==> config.mk <==
export PLATFORM = sky130hd
export DESIGN_NAME = nvs_sequencer
export DESIGN_NICKNAME = d
export VERILOG_FILES = /design/src/rtl/nvs_pkg.sv /design/src/rtl/nvs_sequencer.sv
export VERILOG_INCLUDE_DIRS = /design/src /design/src/rtl
export SDC_FILE = /design/constraint.sdc
export NUM_CORES = 1
export LEC_CHECK = 0
export BUFFER_PORTS_ARGS = -buffer_cell sky130_fd_sc_hd__buf_4
export CAP_MARGIN = 15
export CORE_MARGIN = 5
export CORE_UTILIZATION = 40
export CTS_CLUSTER_SIZE = 40
export DETAILED_ROUTE_END_ITERATION = 8
export PLACE_DENSITY_LB_ADDON = 0.25
export SLEW_MARGIN = 20
export SYNTH_ARGS = -nofsm -noshare
export SYNTH_HDL_FRONTEND = slang
export SYNTH_SLANG_ARGS = --single-unit
==> constraint.sdc <==
create_clock -name clk_sys -period 3.9 [get_ports clk_sys]
set_input_delay 0.39 -clock clk_sys [delete_from_list [all_inputs] [get_ports clk_sys]]
set_output_delay 0.39 -clock clk_sys [all_outputs]
set_load 0.01 [all_outputs]
==> src/rtl/nvs_cfg.svh <==
// Timing constants and command encodings for the store/restore sequencer.
// Assumes a 50 MHz system clock; every count is derived from its printed time.
`ifndef NVS_CFG_SVH
`define NVS_CFG_SVH

`define NVS_CLK_PERIOD_NS          20
// All times round down, none below one cycle
`define NVS_POWERUP_RESTORE_MS_LO  40
`define NVS_POWERUP_RESTORE_MS_HI  20
`define NVS_RESTORE_US             600
`define NVS_SAVE_MS                8
`define NVS_WRITE_GRACE_NS         25
`define NVS_CMD_ACT_US             500
`define NVS_SLEEP_ENTRY_MS         8
`define NVS_STANDBY_ENTRY_US       100
`define NVS_WAKE_MS_LO             40
`define NVS_WAKE_MS_HI             20
`define NVS_BUSY_RELEASE_US        5
`define NVS_BUSY_HIGH_DRIVE_NS     500

`define NVS_MS_CYC(ms)  ((ms) * 1000000 / `NVS_CLK_PERIOD_NS)
`define NVS_US_CYC(us)  ((us) * 1000 / `NVS_CLK_PERIOD_NS)
`define NVS_NS_CYC(ns)  (((ns) / `NVS_CLK_PERIOD_NS) > 0 ? ((ns) / `NVS_CLK_PERIOD_NS) : 1)

`define NVS_GRACE_CYC      `NVS_NS_CYC(`NVS_WRITE_GRACE_NS)
`define NVS_BUSY_HIGH_CYC  `NVS_NS_CYC(`NVS_BUSY_HIGH_DRIVE_NS)
`define NVS_RELEASE_CYC    `NVS_US_CYC(`NVS_BUSY_RELEASE_US)

// Command codes on the special-function port
`define NVS_CMD_SAVE     2'h0
`define NVS_CMD_RESTORE  2'h1
`define NVS_CMD_SLEEP    2'h2

`endif

==> src/rtl/nvs_pkg.sv <==
// Types shared by the store/restore sequencer.
// Constants live in nvs_cfg.svh.
`default_nettype none
package nvs_pkg;
   typedef enum logic [1:0] {
      NVS_OP_SAVE    = 2'h0,
      NVS_OP_RESTORE = 2'h1,
      NVS_OP_SLEEP   = 2'h2,
      NVS_OP_NONE    = 2'h3
   } nvs_op_e;

   typedef struct packed {
      logic    valid;
      nvs_op_e op;
   } nvs_cmd_s;

   typedef struct packed {
      logic accessOk;
      logic sramWriteEn;
      logic busy;
      logic asleep;
      logic standby;
   } nvs_status_s;
endpackage : nvs_pkg
`default_nettype wire

==> src/rtl/nvs_sequencer.sv <==
// Store/restore sequencer: power-up restore, power-down save, pin save,
// serial commands, sleep and standby, with the store/busy pin driver.
// Assumes all inputs synchronous to clk_sys; reset follows the supply trip.
//
// Contract
// - Power-up restore completes within 40 ms or 20 ms after supply trip.
// - Skip power-down or pin save when SRAM unwritten since last cycle.
// - Keep SRAM writes enabled up to 25 ns when a save begins.
// - Ignore reads and writes during save, restore, or low supply.
// - Save and restore lock serial interface: restore 600 us, save 8 ms.
// - Begin acting on special command within 500 us of receipt.
// - Reach sleep within 8 ms after sleep instruction.
// - Enter standby within 100 us after bus STOP.
// - Wake from sleep takes up to 40 or 20 ms; master waits.
// - SRAM access disabled while store/busy pin held low outside.
// - Accessible again within 5 us after store/busy pin returns high.
// - Drive store/busy pin high at most 500 ns after save, then release.
`include "nvs_cfg.svh"
`default_nettype none

module nvs_sequencer #(
   parameter bit          LOW_VOLT_VARIANT = 1'b0,
   parameter int unsigned RESTORE_CYC      = `NVS_US_CYC(`NVS_RESTORE_US),
   parameter int unsigned SAVE_CYC         = `NVS_MS_CYC(`NVS_SAVE_MS),
   parameter int unsigned CMD_ACT_CYC      = `NVS_US_CYC(`NVS_CMD_ACT_US),
   parameter int unsigned SLEEP_CYC        = `NVS_MS_CYC(`NVS_SLEEP_ENTRY_MS),
   parameter int unsigned STANDBY_CYC      = `NVS_US_CYC(`NVS_STANDBY_ENTRY_US),
   parameter int unsigned POWERUP_CYC      = LOW_VOLT_VARIANT ?
                          `NVS_MS_CYC(`NVS_POWERUP_RESTORE_MS_LO) :
                          `NVS_MS_CYC(`NVS_POWERUP_RESTORE_MS_HI),
   parameter int unsigned WAKE_CYC         = LOW_VOLT_VARIANT ?
                          `NVS_MS_CYC(`NVS_WAKE_MS_LO) :
                          `NVS_MS_CYC(`NVS_WAKE_MS_HI)
) (
   // Clock and reset
   input  wire logic              clk_sys,
   input  wire logic              reset,
   // Supply monitor
   input  wire logic              supplyLow,
   // Serial front end
   input  wire nvs_pkg::nvs_cmd_s cmdIn,
   input  wire logic              busStop,
   input  wire logic              busStart,
   input  wire logic              sramWriteDone,
   // Store/busy pin, open drain with active pull-up phase
   input  wire logic              storeBusyPinIn,
   output logic                   storeBusyPinOut,
   output logic                   storeBusyPinOe_n,
   // Status
   output nvs_pkg::nvs_status_s   status
);
   localparam int unsigned CW = 24;

   // Every count loads as count minus one, so zero or an oversize count would wrap
   if (SAVE_CYC >= (1 << CW) || POWERUP_CYC >= (1 << CW) || WAKE_CYC >= (1 << CW)
       || RESTORE_CYC >= (1 << CW) || SLEEP_CYC >= (1 << CW)
       || CMD_ACT_CYC >= (1 << CW) || STANDBY_CYC >= (1 << CW)
       || SAVE_CYC == 0 || RESTORE_CYC == 0 || POWERUP_CYC == 0 || WAKE_CYC == 0
       || SLEEP_CYC == 0 || CMD_ACT_CYC == 0 || STANDBY_CYC == 0) begin : g_bad_count
      $error("nvs_sequencer: timing count out of range");
   end

   typedef enum logic [3:0] {
      NVS_S_PWRUP, NVS_S_IDLE, NVS_S_CMDWAIT, NVS_S_GRACE, NVS_S_SAVE,
      NVS_S_RESTORE, NVS_S_HIDRIVE, NVS_S_RELEASE, NVS_S_SLEEPIN, NVS_S_SLEEP,
      NVS_S_WAKE, NVS_S_PINHOLD
   } nvs_state_e;

   nvs_state_e      state_reg, state_next;
   logic [CW-1:0]   cnt_reg, cnt_next;
   logic            dirty_reg, dirty_next;
   logic            saveLowPower_reg, saveLowPower_next;
   nvs_pkg::nvs_op_e pendOp_reg, pendOp_next;
   logic [CW-1:0]   sbCnt_reg;
   logic            standby_reg;
   logic            pinBusy_reg;

   wire cntDone    = (cnt_reg == '0);
   wire pinRequest = !storeBusyPinIn && storeBusyPinOe_n;
   wire cmdValid   = cmdIn.valid && (cmdIn.op != nvs_pkg::NVS_OP_NONE);
   wire inNvCycle  = (state_reg == NVS_S_SAVE) || (state_reg == NVS_S_RESTORE)
                     || (state_reg == NVS_S_PWRUP);

   function automatic logic [CW-1:0] nvs_load(input int unsigned cyc);
      nvs_load = CW'(cyc - 1);
   endfunction : nvs_load

   always_comb begin
      state_next        = state_reg;
      cnt_next          = cntDone ? cnt_reg : cnt_reg - 1'b1;
      dirty_next        = dirty_reg | sramWriteDone;
      saveLowPower_next = saveLowPower_reg;
      pendOp_next       = pendOp_reg;
      unique case (state_reg)
         NVS_S_PWRUP: if (cntDone) begin
            state_next = NVS_S_IDLE;
            dirty_next = sramWriteDone;
         end
         NVS_S_IDLE: begin
            if (supplyLow || pinRequest) begin
               // Unwritten array: nothing to save
               if (dirty_reg) begin
                  state_next        = NVS_S_GRACE;
                  saveLowPower_next = supplyLow;
                  cnt_next          = nvs_load(`NVS_GRACE_CYC);
               end else if (pinRequest) begin
                  state_next = NVS_S_PINHOLD;
               end
            end else if (cmdValid) begin
               state_next  = NVS_S_CMDWAIT;
               pendOp_next = cmdIn.op;
               cnt_next    = nvs_load(CMD_ACT_CYC);
            end
         end
         NVS_S_CMDWAIT: begin
            // Acting on the first cycle is well within the allowed delay
            if (supplyLow) begin
               state_next = NVS_S_IDLE;
            end else begin
               unique case (pendOp_reg)
                  nvs_pkg::NVS_OP_SAVE: begin
                     state_next        = NVS_S_SAVE;
                     saveLowPower_next = 1'b0;
                     cnt_next          = nvs_load(SAVE_CYC);
                  end
                  nvs_pkg::NVS_OP_RESTORE: begin
                     state_next = NVS_S_RESTORE;
                     cnt_next   = nvs_load(RESTORE_CYC);
                  end
                  nvs_pkg::NVS_OP_SLEEP: begin
                     state_next = NVS_S_SLEEPIN;
                     cnt_next   = nvs_load(SLEEP_CYC);
                  end
                  default: state_next = NVS_S_IDLE;
               endcase
            end
         end
         // A write landing on a closing edge keeps the array marked: set beats clear
         NVS_S_GRACE: if (cntDone) begin
            state_next = NVS_S_SAVE;
            cnt_next   = nvs_load(SAVE_CYC);
            dirty_next = sramWriteDone;
         end
         NVS_S_SAVE: if (cntDone) begin
            state_next = saveLowPower_reg ? NVS_S_SAVE : NVS_S_HIDRIVE;
            cnt_next   = nvs_load(`NVS_BUSY_HIGH_CYC);
            dirty_next = sramWriteDone;
         end
         NVS_S_RESTORE: if (cntDone) begin
            state_next = NVS_S_IDLE;
            dirty_next = sramWriteDone;
         end
         NVS_S_HIDRIVE: if (cntDone) begin
            state_next = storeBusyPinIn ? NVS_S_IDLE : NVS_S_PINHOLD;
         end
         NVS_S_PINHOLD: if (storeBusyPinIn) begin
            state_next = NVS_S_RELEASE;
            cnt_next   = nvs_load(`NVS_RELEASE_CYC);
         end
         NVS_S_RELEASE: if (cntDone || cnt_reg != '0) begin
            state_next = NVS_S_IDLE;
         end
         NVS_S_SLEEPIN: if (cntDone || cnt_reg != '0) begin
            state_next = NVS_S_SLEEP;
         end
         NVS_S_SLEEP: if (busStart) begin
            state_next = NVS_S_WAKE;
            cnt_next   = nvs_load(WAKE_CYC);
         end
         NVS_S_WAKE: if (cntDone) begin
            state_next = NVS_S_IDLE;
         end
         default: state_next = NVS_S_PWRUP;
      endcase
   end

   always_ff @(posedge clk_sys) begin
      if (reset) begin
         state_reg        <= NVS_S_PWRUP;
         cnt_reg          <= nvs_load(POWERUP_CYC);
         dirty_reg        <= 1'b0;
         saveLowPower_reg <= 1'b0;
         pendOp_reg       <= nvs_pkg::NVS_OP_NONE;
      end else begin
         state_reg        <= state_next;
         cnt_reg          <= cnt_next;
         dirty_reg        <= dirty_next;
         saveLowPower_reg <= saveLowPower_next;
         pendOp_reg       <= pendOp_next;
      end
   end

   // Standby follows a STOP after a quiet interval; any start cancels it
   always_ff @(posedge clk_sys) begin
      if (reset) begin
         sbCnt_reg   <= '0;
         standby_reg <= 1'b0;
      end else if (busStart || state_reg != NVS_S_IDLE) begin
         sbCnt_reg   <= '0;
         standby_reg <= 1'b0;
      end else if (busStop) begin
         sbCnt_reg <= nvs_load(STANDBY_CYC);
      end else if (sbCnt_reg != '0) begin
         sbCnt_reg <= sbCnt_reg - 1'b1;
         standby_reg <= (sbCnt_reg == CW'(1));
      end
   end

   // Pin driver: low during nonvolatile cycles, high briefly after a pin or command save
   always_ff @(posedge clk_sys) begin
      if (reset) begin
         pinBusy_reg      <= 1'b1;
         storeBusyPinOut  <= 1'b0;
         storeBusyPinOe_n <= 1'b0;
      end else begin
         pinBusy_reg      <= inNvCycle;
         storeBusyPinOut  <= (state_next == NVS_S_HIDRIVE);
         storeBusyPinOe_n <= !((state_next == NVS_S_SAVE) || (state_next == NVS_S_RESTORE)
                              || (state_next == NVS_S_PWRUP)
                              || (state_next == NVS_S_HIDRIVE));
      end
   end

   // Grace window keeps the write path open; everything else blocks access
   wire writeOpen  = (state_reg == NVS_S_IDLE && !supplyLow && !pinRequest)
                     || (state_reg == NVS_S_GRACE);
   wire accessOpen = (state_reg == NVS_S_IDLE) && !supplyLow && !pinRequest;
   wire asleepNow  = (state_reg == NVS_S_SLEEP);
   assign status = '{accessOk: accessOpen, sramWriteEn: writeOpen, busy: pinBusy_reg,
                     asleep: asleepNow, standby: standby_reg};

endmodule : nvs_sequencer
`default_nettype wire

==> results of run 1 <==
## worst max-delay path by stage
stage,to,slack [ns],cells past startpoint
3_3_place_gp,cnt_reg[23]$_SDFF_PP0_,0.91,9
2_1_floorplan,dirty_reg$_SDFF_PP0_,1.25,12
5_1_grt,cnt_reg[15]$_SDFF_PP0_,0.55,9
3_5_place_dp,cnt_reg[21]$_SDFF_PP0_,0.78,9
6_report,cnt_reg[21]$_SDFF_PP0_,0.77,9
4_1_cts,cnt_reg[21]$_SDFF_PP0_,0.76,9
## through the flow
| stage | util [%] | cell area, um^2 | hold WS [ns] |
|---|---|---|---|
| finish | 45.1 | 4170 | 0.247 |
| global route | 45.1 | 4170 | 0.253 |
| CTS | 45.1 | 4170 | 0.238 |
| detailed placement | 43.1 | 3990 | 0.483 |
| global placement | 43.1 | 3990 | 0.471 |
| floorplan | - | 3800 | 0.454 |
## synthesized netlist by cell type (all sizes together) (7+ instances only)
cell type | n | area (um^2)
clkbuf | 19 | 71.3
nand2b | 13 | 81.3
xor2 | 17 | 149
o21a | 7 | 52.6
a211oi | 14 | 110
and3 | 7 | 43.8
nor2 | 61 | 248
buf | 11 | 78.8
xnor2 | 19 | 166
inv | 13 | 48.8
a21oi | 24 | 120
nor2b | 15 | 93.8
nand2 | 18 | 67.6
o21ai | 23 | 115
or3 | 13 | 81.3
nor3 | 23 | 115
nand3 | 9 | 45.0
nor4 | 14 | 93.8
dfxtp | 60 | 1200
or4 | 11 | 82.6
## placed cells by master (no fill, tap or decap), drive strengths merged, types with 4 or more instances in the layout
cell	count
inv	13
xnor2	19
a211oi	14
a21oi	24
and3	7
a21o	5
a211o	4
a31oi	5
nand3	9
o21a	7
nand2	18
or4	11
or3	13
nor4	14
nor3	23
nand4	4
o21ai	23
ha	5
nand2b	13
xor2	17
nor2	61
or2	6
nor2b	15
clkbuf	11
dfxtp	60
buf	23
o31ai	6
## cells by family after synthesis
| group | after synthesis | synth area share (%) |
|---|---|---|
| mux | 3 | 0.790 |
| buf+inv | 43 | 5.23 |
| fa+ha+maj | 5 | 1.65 |
| simple gates | 213 | 30.9 |
| compound gates | 119 | 21.5 |
| xor+xnor | 36 | 8.29 |
| flops | 60 | 31.6 |
## layer usage
metal | GRT usage [%] | up-vias | part of all wire, %
met5 | 0 | - | 0
met3 | 4.44 | 30 | 5.7
met1 | 24.4 | 1704 | 45
met4 | 7.03 | 0 | 3.2
met2 | 29.2 | 135 | 46
li1 | - | 1756 | -
## worst max-delay path: stages, from the launching register on
cell      delay, ns
dfxtp_1        0.34
inv_1          0.10
ha_1           0.18
or4b_1         0.59
or3_1          0.54
nor2_8         0.20
inv_2          0.16
a221o_1        0.43
o21bai_1       0.37
nor2_1         0.09
## cell type report
class	count	area (um^2)	share of cell area, %
clock buffers	11	141	3.39
repair buffers	23	173	4.15
well taps	129	161	3.88
inverters	13	48.8	1.17
flip-flops and latches	60	1200	28.8
multi-input cells	376	2400	57.7
clock inverters	5	37.5	0.901
## where the power goes
group | internal, W | switching [W]
clock | 0.000249 | 0.000273
combinational | 0.0000156 | 0.0000237
sequential | 0.000616 | 0.00000361
==> impl_metrics.ini, run 1 <==
[timing]
finalCritPeriodShare_pct = 80.4
finalMaxSlewViolations = 0
setup_slack_ns = 0.766
tightestPinTransition_ns = 0.841
relSlewSlack_pct = 43.5
period_minus_slack_ns = 3.13
fmax_mhz = 319
setup-tns-final_ns = 0
rsz0062_at_grt = false
skew_ns = 0.0120
hold_violations = 0
setup_violations = 0

[die]
fp-row-count = 35
start_util_pct = 41.2
core-area_um2 = 9240
dieArea_um2 = 11600
die_h_um = 108
io_pins = 17
die_w_um = 108

[cts]
cts-root-buf = clkbuf_8
ctsHtreeMaxLevel = 3
cts_sinks = 60
clkTransAtPathRegs_ns = 0.08
insertion_delay_ns = 0.35
cts_buffer_depth = 2
cts_setup_buffers = 0
hold_buffers = 0
cts_tree = built
cts_made_buffers = 9
cts_resized = 0

[finish]
diodes = 0
layout.nets = 498
fillCellCount = 925
drive_gt1_share_pct = 11.3
area_delta_synth_final_pct = 9.54
final_cells = 617

[global_routing]
first_global_vias = 3409
grt_pass1_wl_mm = 17.2
antenna_found_initial = 0
gr-usage-all-layers_pct = 18.5
grt_max_degree = 29
gr-total-overflow = 0

[run_status]
status = finished clean

[power_and_ir_drop]
leakage_nw = 1.49
finalPower_w = 0.00118
vdd_drop_max_mv = 0.124
pwr_density_cell_nw_per_um2 = 284

[worst_setup_path]
cp-startpoint = cnt_reg[0]$_SDFF_PP1_
r2r_start = cnt_reg[0]$_SDFF_PP1_
reg2reg_to = cnt_reg[21]$_SDFF_PP0_
ff2ff_setup_slack_ns = 0.77
r2r_cells = 9
crit_arrival_ns = 3.36
cp.required_ns = 4.12
cp-end-kind = flop
startpoint_type = flop
crit_type = flop to flop
worstPathMaxFanout = 13

[logic_synthesis]
synth-async-reset-ratio_pct = 0
synth_seq_cells = 60
synth_cell_types = 64
seq_area_frac_synth_pct = 31.6
synth_edf_count = 0
syn-mean-instance-area_um2 = 7.94
syn_inst = 479
synth_ff_type = dfxtp_1
synth_fp_nets = 494
yosys_warnings = 0
netlist_area_um2 = 3800

[worst_hold_path]
whs_path_depth = 3
min_from = sramWriteDone
min_to = dirty_reg$_SDFF_PP0_
hp-class = input pin to flop

[placed_design]
portBuffers = 16
dp_hpwl_mm = 7.33
dpl.cell_count = 601
gp_routability_congestion = 0.950
dp_slack_ns = 0.782

[run]
maxCapViolations = 0

[drt]
drt-total-wl_mm = 10.2
avgViaCountPerCell = 5.88
drt-initial-drc-count = 250
drt-pass1-iter-count = 5
drt-wirelength-per-cell_um = 16.5
drcViolationCount = 0
drtAntennaViolNets = 0
vias = 3625
Note: power is estimated with default switching activity, not from simulation.
==> run 2, diff against run 1 <==
--- a/config.mk
+++ b/config.mk
@@ -6,6 +6,7 @@
 export SDC_FILE = /design/constraint.sdc
 export NUM_CORES = 1
 export LEC_CHECK = 0
+export ABC_AREA = 1
 export BUFFER_PORTS_ARGS = -buffer_cell sky130_fd_sc_hd__buf_4
 export CAP_MARGIN = 15
 export CORE_MARGIN = 5
==> constraint.sdc (replaced) <==
create_clock -name clk_sys -period 2.5 [get_ports clk_sys]
set_input_delay 0.25 -clock clk_sys [delete_from_list [all_inputs] [get_ports clk_sys]]
set_output_delay 0.25 -clock clk_sys [all_outputs]
set_load 0.01 [all_outputs]
==> run 2 against run 1 <==
Compared with the run above:
- non-clock buffer count decreased by 1
- die area increased by 5.2%
- area after synthesis increased by 5.7%
- first-iteration DRC count increased by 24%
- sequential cell count unchanged
- combinational power increased to 36 times the previous value
- critical endpoint is now cnt_reg[0]$_SDFF_PP1_
==> impl_metrics.ini, run 2 <==
[run_status]
status = finished clean

[cts]
hold_buffers = 0
cts_setup_buffers = 0
insertion_delay_ns = 0.35
cts_resized = 0
cts_tree = built
cts_made_buffers = 9
cts_sinks = 60
ctsHtreeMaxLevel = 3
clkTransAtPathRegs_ns = 0.07
cts-root-buf = clkbuf_8
cts_buffer_depth = 2

[logic_synthesis]
yosysTopAreaCellShare_pct = 29.9
synth_common_cells = nand2_1, nor2_1, inv_1, dfxtp_1, nand3_1
yosysMostFrequentCell = nand2_1
synth_fp_nets = 670
synth_top_cell_by_area = dfxtp_1
netlist_area_um2 = 4020
synth_area_leaders = dfxtp_1, nand2_1, nor2_1
synth-async-reset-ratio_pct = 0
yosys_warnings = 0
synth_seq_cells = 60
syn-mean-instance-area_um2 = 6.14
synth_edf_count = 0
syn_inst = 655
synth_cell_types = 39
seq_area_frac_synth_pct = 29.9
synth_ff_type = dfxtp_1

[finish]
final_cells = 815
drive_gt1_share_pct = 10.6
layout.nets = 692
layout_commonest_cell = nand2_1
final_cell_mix = nand2_1, nor2_1, inv_1
area_delta_synth_final_pct = 11.3
final_core_util_pct = 45.8
final_area_um2 = 4470
diodes = 0

[placed_design]
placed_cell_area_um2 = 4280
dp_slack_ns = 0.299
portBuffers = 16
gp_routability_congestion = 0.908
dp_hpwl_mm = 9.18
dpl.cell_count = 799

[die]
start_util_pct = 41.1
fp-row-count = 36
core-area_um2 = 9770
die_h_um = 110
dieArea_um2 = 12200
die_w_um = 110
io_pins = 17

[worst_setup_path]
worstPathMaxFanout = 6
crit_type = flop to flop
crit_arrival_ns = 2.47
cp.required_ns = 2.71
startpoint_type = flop
cp-end-kind = flop

[drt]
drt-initial-drc-count = 310
drt-wirelength-per-cell_um = 14.0
vias = 4186
drtAntennaViolNets = 0
avgViaCountPerCell = 5.14
drt-pass1-iter-count = 5
drcViolationCount = 0
drt-total-wl_mm = 11.4

[timing]
skew_ns = 0.00739
setup_slack_ns = 0.235
setup_violations = 0
rsz0062_at_grt = false
finalCritPeriodShare_pct = 90.6
tightestPinTransition_ns = 0.637
fmax_mhz = 442
relSlewSlack_pct = 57.3
finalMaxSlewViolations = 0
hold_violations = 0
period_minus_slack_ns = 2.26
setup-tns-final_ns = 0

[power_and_ir_drop]
leakage_nw = 2.16
vdd_drop_max_mv = 0.395
pwr_density_cell_nw_per_um2 = 772

[run]
maxCapViolations = 0

[global_routing]
first_global_vias = 3961
gr-total-overflow = 0
grt_pass1_wl_mm = 18.9
antenna_found_initial = 0
grt_max_degree = 20
gr-usage-all-layers_pct = 20.2

[worst_hold_path]
hp-class = input pin to flop
## run 2: worst paths after layout
| path | from | endpoint | slack, ns | depth (start not counted) |
|---|---|---|---|---|
| worst min register to register | sbCnt_reg[10]$_SDFFE_PP0P_ | sbCnt_reg[10]$_SDFFE_PP0P_ | 0.48 | 2 |
| worst min-delay path | cmdIn[1] | pendOp_reg[1]$_SDFFE_PP1P_ | 0.13 | 3 |
| worst max register to register | cnt_reg[0]$_SDFF_PP1_ | cnt_reg[0]$_SDFF_PP1_ | 0.24 | 9 |
| worst max-delay path | cnt_reg[0]$_SDFF_PP1_ | cnt_reg[0]$_SDFF_PP1_ | 0.24 | 9 |
## run 2: power by group
group	switching (W)	total (W)	internal, W
Clock	0.000393	0.000832	0.000439
Sequential	0.000123	0.00122	0.00110
Combinational	0.000914	0.00140	0.000489
Total	0.00143	0.00345	0.00202
## run 2: kinds of logic after synthesis
family / share of synthesized area [%]
and+or+nand+nor: 44.0
AOI/OAI and AO/OA: 10.1
buffers and inverters: 9.62
DFF: 29.9
adders and majority gates: 1.56
xor gates and xnor gates: 4.79
## run 2: through the flow
stage / hold slack (ns) / total power [W]
floorplan: 0.363 / 0.00227
global placement: 0.466 / 0.00261
detailed placement: 0.472 / 0.00262
CTS: 0.115 / 0.00346
global route: 0.119 / 0.00374
finish: 0.129 / 0.00345
## run 2: metal layers
| metal | up-vias | share of wire [%] | global-route usage (%) |
|---|---|---|---|
| li1 | 2143 | - | - |
| met1 | 1895 | 44 | 24.6 |
| met2 | 122 | 48 | 34.3 |
| met3 | 26 | 4.8 | 5.30 |
| met4 | 0 | 2.7 | 7.48 |
| met5 | - | 0 | 0 |
## run 2: critical path, stage by stage, from the launching register on
cell,delay [ns]
dfxtp_1,0.32
inv_1,0.12
ha_1,0.31
nand2_1,0.15
nor2_1,0.20
nand3_2,0.19
ha_1,0.37
a21oi_1,0.07
nor4_1,0.25
o2111ai_1,0.14
## run 2: cell type report
type | instances | area [um^2]
tap | 133 | 166
fill | 1057 | 5300
sequential | 60 | 1200
timing repair buffer | 22 | 165
inverter | 85 | 319
clock buffer | 13 | 169
clock inverter | 3 | 20.0
multi-input combinational | 499 | 2430
==> run 3, diff against run 2 <==
==> constraint.sdc (replaced) <==
create_clock -name clk_sys -period 2.05 [get_ports clk_sys]
set_input_delay 0.205 -clock clk_sys [delete_from_list [all_inputs] [get_ports clk_sys]]
set_output_delay 0.205 -clock clk_sys [all_outputs]
set_load 0.01 [all_outputs]
==> run 3 against run 2 <==
Compared with the run above:
- sequential share of layout area shrank 1.3 points
- sequential power up 22%
- clock power rose by 44%
- critical path depth down 1
- core utilization rose by 2.3 points
- final cell count rose by 2.7%
- first-iteration DRC count fell by 0.32%
- register-to-register slack worse by 0.05 ns
- fmax up 21%
- count of clock-buffer cells in the layout down 1
- wire length increased by 5.5%
- highest routed layer unchanged
==> impl_metrics.ini, run 3 (same netlist as run 2, synthesis figures left out) <==
[run_status]
status = finished clean

[worst_setup_path]
r2r_start = cnt_reg[7]$_SDFF_PP0_
cp-startpoint = cnt_reg[7]$_SDFF_PP0_
cpLargestDelayFamily = simple AND/OR/NAND/NOR gates
startpoint_type = flop
cp-end-kind = flop
slowest_stage = dfxtp_1
max_stage_delay_ns = 0.33
crit_type = flop to flop
path_buf_inv = 0
crit_arrival_ns = 2.06
worstPathMaxFanout = 3
cp.required_ns = 2.25
path_cells = nor2_1 > nand2_1 > nor2_2 > nand3_2 > ha_1 > a21oi_1 > nor4_2 > o2111ai_1

[die]
dieArea_um2 = 12200
start_util_pct = 41.1
die_h_um = 110
fp-row-count = 36
die_w_um = 110
io_pins = 17
core-area_um2 = 9770

[drt]
drt-wirelength-per-cell_um = 14.4
drt-total-wl_mm = 12.1
drtAntennaViolNets = 0
avgViaCountPerCell = 5.12
drt-pass1-iter-count = 7
drt-initial-drc-count = 309
drcViolationCount = 0
vias = 4287

[worst_hold_path]
min_from = cmdIn[1]
hp-class = input pin to flop

[power_and_ir_drop]
leakage_nw = 2.29
pwr_density_cell_nw_per_um2 = 956
vdd_drop_max_mv = 0.412

[finish]
final_cell_mix = nand2_1, nor2_1, inv_1
multi_input_area_um2 = 2460
drive_gt1_share_pct = 14.3
final_area_um2 = 4700
fillCellCount = 1056
diodes = 0
area_delta_synth_final_pct = 16.9
regArea_um2 = 1200
layout.nets = 714
layout_commonest_cell = nand2_1

[timing]
fmax_mhz = 536
relSlewSlack_pct = 63.1
setup-tns-final_ns = 0
skew_ns = 0.0150
finalCritPeriodShare_pct = 91.0
hold_violations = 0
setup_violations = 0
finalMaxSlewViolations = 0
tightestPinTransition_ns = 0.548
rsz0062_at_grt = false
period_minus_slack_ns = 1.87

[placed_design]
portBuffers = 16
gp_routability_congestion = 1.01
dp_hpwl_mm = 9.67
placed_cell_area_um2 = 4440

[cts]
cts_tree = built
cts-root-buf = clkbuf_8
insertion_delay_ns = 0.34
cts_sinks = 60
ctsHtreeMaxLevel = 3
clkTransAtPathRegs_ns = 0.08
cts_buffer_depth = 2
cts_made_buffers = 9

[global_routing]
grt_max_degree = 15
grt_pass1_wl_mm = 19.9
gr-usage-all-layers_pct = 21.2
antenna_found_initial = 0
first_global_vias = 4112
gr-total-overflow = 0

[run]
maxCapViolations = 0
-- run 3: cell count changes in the layout (fill, tap and decap cells not counted), sizes merged --
cell and delta:
clkinvlp -1, buf +22, bufinv +2, clkbuf -1
-- run 3: cell type report --
| type | count | share of cell area, % |
|---|---|---|
| Clock buffer | 12 | 3.09 |
| Clock inverter | 4 | 1.54 |
| Inverter | 85 | 6.79 |
| Multi-Input combinational cell | 499 | 52.4 |
| Sequential cell | 60 | 25.6 |
| Tap cell | 133 | 3.54 |
| Timing Repair Buffer | 44 | 7.03 |
-- run 3: path summary, 6_finish.rpt --
kind	depth (start not counted)	endpoint	slack [ns]
setup reg to reg	8	cnt_reg[0]$_SDFF_PP1_	0.18
setup / recovery	8	cnt_reg[0]$_SDFF_PP1_	0.18
hold reg to reg	2	saveLowPower_reg$_SDFFE_PP0P_	0.49
hold / removal	3	pendOp_reg[1]$_SDFFE_PP1P_	0.07
-- run 3: tightest hold or removal path, delay by kind of cell --
kind	cells	cell delay (ns)
buffers and inverters	1	0.08
AND/OR/NAND/NOR	2	0.09
-- run 3: repair_timing --
| item | CTS | global route |
|---|---|---|
| hold buffers | 0 | 0 |
| endpoints found under the setup margin | 0 | 24 |
| gates resized for setup | 0 | 9 |
| setup buffers | 0 | 1 |
-- run 3: stage by stage --
| stage | setup slack [ns] | hold slack (ns) | cells | utilization (%) | power (W) |
|---|---|---|---|---|---|
| after floorplan | 0.00872 | 0.318 | 655 | - | 0.00277 |
| after global placement | 0.0846 | 0.415 | 820 | 45.4 | 0.00327 |
| after detailed placement | 0.0686 | 0.425 | 820 | 45.4 | 0.00327 |
| after CTS | 0.0666 | 0.0647 | 836 | 47.7 | 0.00448 |
| after global routing | 0.000252 | 0.0767 | 837 | 48.1 | 0.00483 |
| final | 0.185 | 0.0680 | 837 | 48.1 | 0.00449 |
-- run 3: power by group --
group          switching [W]  internal [W]
Combinational        0.00116      0.000640
Sequential          0.000150       0.00134
Clock               0.000487      0.000717
Total                0.00180       0.00270
-- run 3: routing by layer --
| metal | vias to the layer above | share of wire [%] | track usage [%] |
|---|---|---|---|
| li1 | 2183 | - | - |
| met1 | 1964 | 45 | 27.3 |
| met2 | 126 | 48 | 36.1 |
| met3 | 14 | 5.2 | 4.08 |
| met4 | 0 | 1.5 | 5.54 |
| met5 | - | 0 | 0 |
